===== src/can_cfg_defs.vh =====
// Constants for the CAN interface configuration and status block.
// Assumes inclusion by bare name from the same folder.
`ifndef CAN_CFG_DEFS_VH
`define CAN_CFG_DEFS_VH

// Parameter word indices on the parameter port
`define PAR_PROTOCOL      4'h0
`define PAR_BIT_RATE      4'h1
`define PAR_BUS_OFF_POL   4'h2
`define PAR_CTRL_STATE    4'h3
`define PAR_RX_COUNT      4'h4
`define PAR_TX_COUNT      4'h5
`define PAR_BUS_OFF_COUNT 4'h6
`define PAR_LOST_COUNT    4'h7
`define PAR_NET_STATE     4'h8
`define PAR_NODE_STATE    4'h9

// Reset values
`define RST_PROTOCOL      2'h2
`define RST_BIT_RATE      4'h0
`define RST_BUS_OFF_POL   1'h1

// Protocol codes
`define PROTO_NONE        2'h0
`define PROTO_CANOPEN     2'h1
`define PROTO_DEVICENET   2'h2

// Rate codes
`define RATE_1M           4'h0
`define RATE_800K         4'h1
`define RATE_500K         4'h2
`define RATE_250K         4'h3
`define RATE_125K         4'h4
`define RATE_100K         4'h5
`define RATE_50K          4'h6
`define RATE_20K          4'h7
`define RATE_10K          4'h8
`define RATE_MAX          4'h8

// Controller state codes
`define CST_DISABLED      3'h0
`define CST_AUTOBAUD      3'h1
`define CST_ACTIVE        3'h2
`define CST_WARNING       3'h3
`define CST_PASSIVE       3'h4
`define CST_BUS_OFF       3'h5
`define CST_NO_POWER      3'h6

// Network state codes
`define NST_DISABLED      3'h0
`define NST_COMM_EN       3'h2
`define NST_ERR_CTRL      3'h3
`define NST_GUARD_ERR     3'h4
`define NST_HB_ERR        3'h5

// Error controller state codes from the CAN core
`define ERR_ACTIVE        2'h0
`define ERR_WARNING       2'h1
`define ERR_PASSIVE       2'h2
`define ERR_BUS_OFF       2'h3

// Counter limit
`define COUNT_MAX         16'h270F

`endif


===== src/can_interface_config_status.v =====
// Configuration and status parameters of the drive's CAN fieldbus interface.
// Assumes a CAN core on the same clock giving event pulses and error state, and
// a parameter port with word index, write strobe and read data.
// Contract
// - Rate code 0..8 means 1M, 800k, 500k, 250k, 125k, 100k, 50k, 20k, 10k; default 0.
// - CANopen takes every rate code as fixed, never autobauds.
// - DeviceNet fixes only 500, 250, 125k; other codes start autobaud.
// - New rate applies only while unpowered or at power cycle; else pending.
// - Detected rate overwrites rate code; software rewrites autobaud code to retry.
// - Manual policy: bus-off raises alarm, fault action, disables until power cycle.
// - Automatic policy (default): bus-off reinitialises quietly, no alarm or action.
// - Controller state: 0 disabled,1 autobaud,2 active,3 warning,4 passive,5 bus off,6 no power.
// - Controller state reads disabled when no protocol is selected.
// - Controller state reads 6 without bus supply voltage.
// - Controller state reads 1 while searching for the bit rate.
// - Received frame counter 0..9999 counts each received frame.
// - Transmitted frame counter 0..9999 counts each sent frame.
// - Bus-off counter counts each entry into bus off.
// - Lost message counter counts received frames not processed.
// - Counters clear at power-off, reset, and on an event while at maximum.
// - Network state: 0 disabled,1 reserved,2 comm enabled,3 error ctrl,4 guard err,5 hb err.
// - Node state: 0 disabled,1 init,2 stopped,3 operational,4 preoperational.
// - Protocol 1 is CANopen, 2 DeviceNet; it selects rate and autobaud behaviour.
`timescale 1ns/100ps
`default_nettype none
`include "can_cfg_defs.vh"

module can_interface_config_status #(
  parameter [15:0] COUNT_MAX = `COUNT_MAX
) (
  // Clock, reset, enable
  input  wire        core_clk_in,
  input  wire        srst_in,
  input  wire        clk_en_in,
  // Parameter port
  input  wire [3:0]  par_index_in,
  input  wire        par_write_in,
  input  wire [15:0] par_wdata_in,
  output reg  [15:0] par_rdata_out,
  // Supply pin, asynchronous
  input  wire        bus_power_in,
  // CAN core, same clock
  input  wire [1:0]  err_state_in,
  input  wire        rx_frame_in,
  input  wire        tx_frame_in,
  input  wire        lost_frame_in,
  input  wire        autobaud_done_in,
  input  wire [3:0]  autobaud_rate_in,
  input  wire        err_ctrl_active_in,
  input  wire        guard_err_in,
  input  wire        hb_err_in,
  input  wire [2:0]  node_state_in,
  // CAN core control
  output reg  [3:0]  active_rate_out,
  output reg  [1:0]  active_protocol_out,
  output reg         autobaud_en_out,
  output reg         comm_enable_out,
  output reg         reinit_out,
  // Drive fault handling
  output reg         bus_off_alarm_out,
  output reg         comm_fault_action_out
);

  // ----------------------------------------------------------------
  // Supply synchroniser
  // ----------------------------------------------------------------
  reg        pwr_meta_q;
  reg        pwr_q;
  reg        pwr_prev_q;
  always @(posedge core_clk_in) begin
    if (srst_in) begin
      pwr_meta_q <= 1'b0;
      pwr_q      <= 1'b0;
      pwr_prev_q <= 1'b0;
    end else if (clk_en_in) begin
      pwr_meta_q <= bus_power_in;
      pwr_q      <= pwr_meta_q;
      pwr_prev_q <= pwr_q;
    end
  end
  wire power_off_edge = pwr_prev_q & ~pwr_q;

  // ----------------------------------------------------------------
  // Software parameters
  // ----------------------------------------------------------------
  reg [1:0]  protocol_q;
  reg [3:0]  bit_rate_q;
  reg        bus_off_pol_q;
  reg        bus_off_q;
  reg        latched_off_q;
  // Out-of-range writes are dropped so each stored word always holds a legal code
  wire       rate_ok     = (par_wdata_in[15:4] == 12'h000) & (par_wdata_in[3:0] <= `RATE_MAX);
  wire       proto_ok    = (par_wdata_in == 16'h0001) | (par_wdata_in == 16'h0002);
  wire       pol_ok      = (par_wdata_in[15:1] == 15'h0000);
  wire       wr_rate     = par_write_in & (par_index_in == `PAR_BIT_RATE) & rate_ok;
  wire       wr_protocol = par_write_in & (par_index_in == `PAR_PROTOCOL) & proto_ok;
  wire       wr_policy   = par_write_in & (par_index_in == `PAR_BUS_OFF_POL) & pol_ok;
  // A detected code outside the table is ignored rather than applied
  wire       ab_take     = autobaud_done_in & autobaud_en_out & (autobaud_rate_in <= `RATE_MAX);

  // Codes a DeviceNet node can run fixed
  function is_fixed;
    input [1:0] proto;
    input [3:0] rate;
    begin
      if (proto == `PROTO_CANOPEN) begin
        is_fixed = 1'b1;
      end else begin
        is_fixed = (rate == `RATE_500K) | (rate == `RATE_250K) | (rate == `RATE_125K);
      end
    end
  endfunction

  always @(posedge core_clk_in) begin
    if (srst_in) begin
      protocol_q    <= `RST_PROTOCOL;
      bit_rate_q    <= `RST_BIT_RATE;
      bus_off_pol_q <= `RST_BUS_OFF_POL;
    end else if (clk_en_in) begin
      // Detection result wins over a same-cycle write
      if (ab_take) begin
        bit_rate_q <= autobaud_rate_in;
      end else if (wr_rate) begin
        bit_rate_q <= par_wdata_in[3:0];
      end
      if (wr_protocol) begin
        protocol_q <= par_wdata_in[1:0];
      end
      if (wr_policy) begin
        bus_off_pol_q <= par_wdata_in[0];
      end
    end
  end

  // ----------------------------------------------------------------
  // Bus-off policy
  // ----------------------------------------------------------------
  // Entry is the rising edge of the bus-off level, only while powered
  wire       bus_off_entry = (err_state_in == `ERR_BUS_OFF) & ~bus_off_q & pwr_q;
  wire       lockout_now   = bus_off_entry & ~bus_off_pol_q;
  always @(posedge core_clk_in) begin
    if (srst_in) begin
      reinit_out            <= 1'b0;
      bus_off_alarm_out     <= 1'b0;
      comm_fault_action_out <= 1'b0;
      bus_off_q             <= 1'b0;
      latched_off_q         <= 1'b0;
    end else if (clk_en_in) begin
      bus_off_q             <= (err_state_in == `ERR_BUS_OFF);
      reinit_out            <= bus_off_entry & bus_off_pol_q;
      comm_fault_action_out <= lockout_now;
      // Power loss counts as the power cycle that releases a manual lockout
      if (power_off_edge) begin
        latched_off_q     <= 1'b0;
        bus_off_alarm_out <= 1'b0;
      end else if (lockout_now) begin
        latched_off_q     <= 1'b1;
        bus_off_alarm_out <= 1'b1;
      end
    end
  end

  // ----------------------------------------------------------------
  // Applied configuration
  // ----------------------------------------------------------------
  // Settings only reach the core while unpowered, so a change while running waits.
  always @(posedge core_clk_in) begin
    if (srst_in) begin
      active_rate_out     <= `RST_BIT_RATE;
      active_protocol_out <= `PROTO_NONE;
      autobaud_en_out     <= 1'b0;
      comm_enable_out     <= 1'b0;
    end else if (clk_en_in) begin
      if (~pwr_q) begin
        active_rate_out     <= bit_rate_q;
        active_protocol_out <= protocol_q;
        autobaud_en_out     <= ~is_fixed(protocol_q, bit_rate_q);
        comm_enable_out     <= 1'b0;
      end else begin
        // Lockout takes hold in the very cycle of the bus-off entry
        comm_enable_out     <= ~latched_off_q & ~lockout_now;
        if (ab_take) begin
          active_rate_out   <= autobaud_rate_in;
          autobaud_en_out   <= 1'b0;
        end
      end
    end
  end

  // ----------------------------------------------------------------
  // Event counters
  // ----------------------------------------------------------------
  wire [15:0] rx_cnt;
  wire [15:0] tx_cnt;
  wire [15:0] bo_cnt;
  wire [15:0] lost_cnt;

  event_counter #(.MAX_COUNT(COUNT_MAX)) u_rx_count (
    .core_clk_in (core_clk_in),
    .srst_in     (srst_in),
    .clk_en_in   (clk_en_in),
    .clear_in    (power_off_edge),
    .event_in    (rx_frame_in),
    .count_out   (rx_cnt)
  );
  event_counter #(.MAX_COUNT(COUNT_MAX)) u_tx_count (
    .core_clk_in (core_clk_in),
    .srst_in     (srst_in),
    .clk_en_in   (clk_en_in),
    .clear_in    (power_off_edge),
    .event_in    (tx_frame_in),
    .count_out   (tx_cnt)
  );
  event_counter #(.MAX_COUNT(COUNT_MAX)) u_bus_off_count (
    .core_clk_in (core_clk_in),
    .srst_in     (srst_in),
    .clk_en_in   (clk_en_in),
    .clear_in    (power_off_edge),
    .event_in    (bus_off_entry),
    .count_out   (bo_cnt)
  );
  event_counter #(.MAX_COUNT(COUNT_MAX)) u_lost_count (
    .core_clk_in (core_clk_in),
    .srst_in     (srst_in),
    .clk_en_in   (clk_en_in),
    .clear_in    (power_off_edge),
    .event_in    (lost_frame_in),
    .count_out   (lost_cnt)
  );

  // ----------------------------------------------------------------
  // Status decode
  // ----------------------------------------------------------------
  reg [2:0] ctrl_state;
  reg [2:0] net_state;
  reg [2:0] node_state;
  always @* begin
    if (active_protocol_out == `PROTO_NONE) begin
      ctrl_state = `CST_DISABLED;
    end else if (~pwr_q) begin
      ctrl_state = `CST_NO_POWER;
    end else if (autobaud_en_out) begin
      ctrl_state = `CST_AUTOBAUD;
    end else if (latched_off_q) begin
      ctrl_state = `CST_BUS_OFF;
    end else begin
      case (err_state_in)
        `ERR_ACTIVE:  ctrl_state = `CST_ACTIVE;
        `ERR_WARNING: ctrl_state = `CST_WARNING;
        `ERR_PASSIVE: ctrl_state = `CST_PASSIVE;
        default:      ctrl_state = `CST_BUS_OFF;
      endcase
    end
  end

  // Network and node status only mean something under CANopen
  wire canopen_live = (active_protocol_out == `PROTO_CANOPEN) & comm_enable_out;
  always @* begin
    if (~canopen_live) begin
      net_state = `NST_DISABLED;
    end else if (guard_err_in) begin
      net_state = `NST_GUARD_ERR;
    end else if (hb_err_in) begin
      net_state = `NST_HB_ERR;
    end else if (err_ctrl_active_in) begin
      net_state = `NST_ERR_CTRL;
    end else begin
      net_state = `NST_COMM_EN;
    end
  end

  // Codes above preoperational are no slave state, so they read as disabled
  always @* begin
    node_state = 3'h0;
    if (canopen_live) begin
      case (node_state_in)
        3'h1:    node_state = 3'h1;
        3'h2:    node_state = 3'h2;
        3'h3:    node_state = 3'h3;
        3'h4:    node_state = 3'h4;
        default: node_state = 3'h0;
      endcase
    end
  end

  // ----------------------------------------------------------------
  // Read data, registered
  // ----------------------------------------------------------------
  reg [15:0] rdata_d;
  // Short fields padded to the full word
  wire [15:0] protocol_word = {14'h0000, protocol_q};
  wire [15:0] rate_word     = {12'h000, bit_rate_q};
  wire [15:0] policy_word   = {15'h0000, bus_off_pol_q};
  wire [15:0] ctrl_word     = {13'h0000, ctrl_state};
  wire [15:0] net_word      = {13'h0000, net_state};
  wire [15:0] node_word     = {13'h0000, node_state};
  always @* begin
    case (par_index_in)
      `PAR_PROTOCOL:      rdata_d = protocol_word;
      `PAR_BIT_RATE:      rdata_d = rate_word;
      `PAR_BUS_OFF_POL:   rdata_d = policy_word;
      `PAR_CTRL_STATE:    rdata_d = ctrl_word;
      `PAR_RX_COUNT:      rdata_d = rx_cnt;
      `PAR_TX_COUNT:      rdata_d = tx_cnt;
      `PAR_BUS_OFF_COUNT: rdata_d = bo_cnt;
      `PAR_LOST_COUNT:    rdata_d = lost_cnt;
      `PAR_NET_STATE:     rdata_d = net_word;
      `PAR_NODE_STATE:    rdata_d = node_word;
      default:            rdata_d = 16'h0000;
    endcase
  end

  always @(posedge core_clk_in) begin
    if (srst_in) begin
      par_rdata_out <= 16'h0000;
    end else if (clk_en_in) begin
      par_rdata_out <= rdata_d;
    end
  end

endmodule // can_interface_config_status

`default_nettype wire


===== src/event_counter.v =====
// Cyclic 0..max event counter for one class of CAN events.
// Assumes the event input is a single-cycle pulse on the core clock.
`timescale 1ns/100ps
`default_nettype none

module event_counter #(
  parameter [15:0] MAX_COUNT = 16'h270F
) (
  // Clock and control
  input  wire        core_clk_in,
  input  wire        srst_in,
  input  wire        clk_en_in,
  input  wire        clear_in,
  // Event and count
  input  wire        event_in,
  output reg  [15:0] count_out
);

  always @(posedge core_clk_in) begin
    if (srst_in) begin
      count_out <= 16'h0000;
    end else if (clk_en_in) begin
      if (clear_in) begin
        count_out <= 16'h0000;
      end else if (event_in) begin
        if (count_out == MAX_COUNT) begin
          count_out <= 16'h0000;
        end else begin
          count_out <= count_out + 16'h0001;
        end
      end
    end
  end

endmodule // event_counter

`default_nettype wire

===== config.mk =====
export PLATFORM = sky130hd
export DESIGN_NAME = can_interface_config_status
export DESIGN_NICKNAME = d
export VERILOG_FILES = /design/src/can_interface_config_status.v /design/src/event_counter.v
export VERILOG_INCLUDE_DIRS = /design/src
export SDC_FILE = /design/constraint.sdc
export NUM_CORES = 1
export LEC_CHECK = 0
export BUFFER_PORTS_ARGS = -buffer_cell sky130_fd_sc_hd__buf_4
export CELL_PAD_IN_SITES_DETAIL_PLACEMENT = 1
export CELL_PAD_IN_SITES_GLOBAL_PLACEMENT = 1
export CORE_UTILIZATION = 44
export DETAILED_ROUTE_END_ITERATION = 12
export PLACE_DENSITY = 0.9
export SLEW_MARGIN = 25
export SYNTH_ARGS = -nofsm -noshare
export SYNTH_HDL_FRONTEND = slang
export SYNTH_SLANG_ARGS = --single-unit

===== constraint.sdc =====
create_clock -name core_clk_in -period 2.2 [get_ports core_clk_in]
set_input_delay 0.11 -clock core_clk_in [delete_from_list [all_inputs] [get_ports core_clk_in]]
set_output_delay 0.11 -clock core_clk_in [all_outputs]
set_load 0.02 [all_outputs]

==> results.md <==
- Post-synth ARST share: 0%
- Via count: 6318
- Cell family with the largest share of critical-path delay: compound AO/OA/AOI/OAI gates
- CP startpoint kind: register
- N_diodes: 0
- Min cycle time layout: slightly above 2 ns
- Element type at the critical path end: register
- Max-cap violations: 0
- CP max FO: 16
- RSZ-0062 raised after global routing: no
- First-pass DRT Iterations: 6
- Crit-path slowest cell: o21ai_1
- Post-route insts no fill: a little under 1000
- Total wire length: 21100 um
- First-pass GRT wire length: between 30000 and 40000 um
- Share of the synthesized area in the top cell type: 34.7%
- Fillers: roughly 1600
- Area contributors post-synth: dfxtp_1 (35%), nor2_1 (5.6%), a21oi_1 (5.4%), a22oi_1 (4.9%), mux2i_1 (3.4%)
- IO Port Bufs: between 60 and 70
- WS Path Type: register to register
- Die Wd: between 100 and 150 um
- Drt wl/cell: approximately 22 um
- Total GRT Usage: between 30% and 40%
- Global route total overflow: 0
- Starting Density: between 40% and 50%
- Worst-margin pin slew: around 0.56 ns
- 1st-iter DRT viols: ~540
- Final Cycle Share: between 90% and 100%
- Clock slew at reported path FFs: 0.07 ns
- Worst-skew pair later-pin latency: between 0.3 and 0.4 ns
- Area delta synth->final: 18.3%
- Placement Rows: 41
- Final ANT Viol Nets: 0
- DRC Markers: 0
- Vias/cell: about 6.5
- Chip height: about 120 um
- Syn Inst Count: roughly 730
- Io pins: around 70
- PD cells: roughly 600 nW/um^2
- Cell variety after synth: 81
- HP Start: par_wdata_in[0]
- F_max: just under 500 MHz
- Largest net degree at the start of global routing: 40
- Setup violators final: 0
- Die area: between 10000 and 15000 um^2
- Seq/Total Area, Yosys: 34.7%
- Crit-path cells: nor2b_2 > buf_4 > o21ai_1 > and2_1 > o2bb2a_1 > o31ai_1
- P_leak: roughly 2.3 nW
- Final hold vios: 0
- Gpl congestion: 0.904
- Syn Std Cell Area: approximately 5900 um^2
- Yosys reg bits: about 100
- HPWL after DPL: roughly 16000 um
- Outcome: finished clean
- Synth Flop Type: dfxtp_1
- Placed cell count: roughly 950
- Syn Area/Cell: between 8 and 9 um^2
- CTS tree: done
- Req. time, crit path: between 2 and 2.5 ns
- Util after Layout: 54.3%
- Cts bufs inserted: 9
- Clock skew: between 0.006 and 0.007 ns
- Layout Nets: 838
- Hold Crit Class: primary input to register
- Clock buffer depth: 2
- Critical R2R Launch: pwr_prev_q$_SDFFE_PP0P_
- CP Buf/Inv Count: 1
- Count of final max-slew check failures: 0
- CP max stage delay: roughly 0.48 ns
- Synthesis Warnings: 0
- Synth area leader: dfxtp_1
- Setup TNS: 0 ns
- H-tree levels: 3
- Syn nets: between 700 and 800
- Fraction of layout cells with a size suffix above 1: 19.5%
- Worst IR Drop VDD: 0.566 mV
- Post-synth EDFFs: 0
- Clk root buf: clkbuf_16
- Number of global-route vias before repair: approximately 6400
- Crit path from: pwr_prev_q$_SDFFE_PP0P_
- Initial antenna violation count: 0
- Worst relative slew slack: 62.4%
- Critical Path AT: 2.36 ns
- Core Area: ~13000 um^2
- Number of clock sinks: slightly above 100
-- synth_stat cells, drive strengths merged, types with 4 or more instances --
master	n
a22oi	39
inv	12
a21oi	64
o211ai	4
nor3	34
ha	4
a31oi	9
nand3b	8
buf	23
o31ai	10
clkbuf	27
nand3	35
nand4	25
nor4	16
or4b	6
a211oi	9
or4	9
nand2b	4
dfxtp	102
nor2	100
o22ai	5
xor2	5
and3	8
o21ai	20
o21a	5
mux2i	20
nand2	52
nor4b	5
xnor2	14
or3	7
-- area by class of cell --
type	instances	area [um^2]	share of cell area, %
clock buffers	11	243	3.49
clock inverters	5	82.6	1.19
inverters	12	45.0	0.647
multi-input cells	568	3580	51.4
flip-flops and latches	102	2040	29.3
well taps	172	215	3.09
repair buffers	100	753	10.8
-- report_power, final --
| group | internal (W) | switching (W) |
|---|---|---|
| Combinational | 0.000150 | 0.000236 |
| Sequential | 0.00187 | 0.0000365 |
| Clock | 0.00103 | 0.000756 |
-- layer usage --
| metal | wire length (um) | share of wire, % | GRT usage [%] | vias up |
|---|---|---|---|---|
| li1 | - | - | - | 2851 |
| met1 | 8470 | 40 | 37.6 | 3145 |
| met2 | 10400 | 49 | 53.2 | 248 |
| met3 | 1450 | 6.9 | 6.30 | 74 |
| met4 | 769 | 3.7 | 13.6 | 0 |
| met5 | 0 | 0 | 0 | - |
-- repair_timing --
action                                  CTS  global route
hold buffers                              1             0
resized for setup                         0             3
setup buffers                             0             0
endpoints found under the setup margin    0             6
hold endpoints to repair                  1             0
-- flip-flops by register name, summed over array words and instances, names as in the netlist, 2 cells and up --
signal and count:
u_tx_count.count_out 16, par_rdata_out 16, active_rate_out 4, u_rx_count.count_out 16, protocol_q 2, u_bus_off_count.count_out 16
bit_rate_q 4, active_protocol_out 2, u_lost_count.count_out 16
-- cell usage in the layout (no fill, tap or decap), types with 4 or more instances in the layout --
| master | n |
|---|---|
| a21oi_1 | 63 |
| o21a_1 | 5 |
| mux2i_1 | 20 |
| nand2_1 | 51 |
| xor2_1 | 5 |
| or4_1 | 7 |
| nor3_1 | 33 |
| xnor2_1 | 14 |
| a22oi_1 | 38 |
| nor2_1 | 87 |
| o211ai_1 | 4 |
| o21ai_0 | 11 |
| buf_4 | 99 |
| a31oi_1 | 9 |
| a211oi_1 | 9 |
| nor4_4 | 4 |
| nand3b_1 | 8 |
| nor2_2 | 13 |
| or3_1 | 7 |
| nand4_1 | 25 |
| o22ai_1 | 4 |
| dfxtp_1 | 102 |
| clkbuf_16 | 9 |
| inv_1 | 12 |
| o21ai_1 | 7 |
| nand2b_1 | 4 |
| ha_1 | 4 |
| nand3_1 | 35 |
| o31ai_1 | 10 |
| nor4_1 | 10 |
| and3_1 | 8 |
| nor4b_1 | 4 |
-- cell families (layout without fill, tap and decap cells) --
kind of cell	after synthesis	count (layout)	synth area share, %
and+or+nand+nor	330	330	30.9
AOI/OAI and AO/OA	192	192	21.8
DFF	102	102	34.7
buffers and inverters	62	128	4.89
muxes	23	23	3.98
xor gates and xnor gates	19	19	2.83
adders and majority gates	4	4	0.851
-- worst min-delay path: cells and delay by family --
family,cells,cell delay (ns)
buf+inv,1,0.11
mux,1,0.07
simple gates,1,0.06
-- worst paths after layout --
check / cells after the start / endpoint / slack, ns
min reg2reg: 2 / bus_off_q$_SDFFE_PP0P_ / 0.49
max: 6 / u_tx_count.count_out[10]$_SDFFE_PP0P_ / 0.12
max reg2reg: 6 / u_tx_count.count_out[10]$_SDFFE_PP0P_ / 0.12
min: 3 / bus_off_pol_q$_SDFFE_PP1P_ / 0.006
-- through the flow --
step | total power, W | hold WS (ns) | worst slack (ns) | cell area (um^2)
after global placement | 0.00230 | 0.344 | 0.177 | 6610
after detailed placement | 0.00232 | 0.361 | 0.0397 | 6610
after CTS | 0.00408 | 0.00715 | 0.0470 | 6950
final | 0.00408 | 0.00638 | 0.123 | 6960
after floorplan | 0.00215 | 0.238 | 0.363 | 5880
after global routing | 0.00419 | 0.0273 | 0.0184 | 6960
No activity file was read; power rests on OpenSTA's default activity.
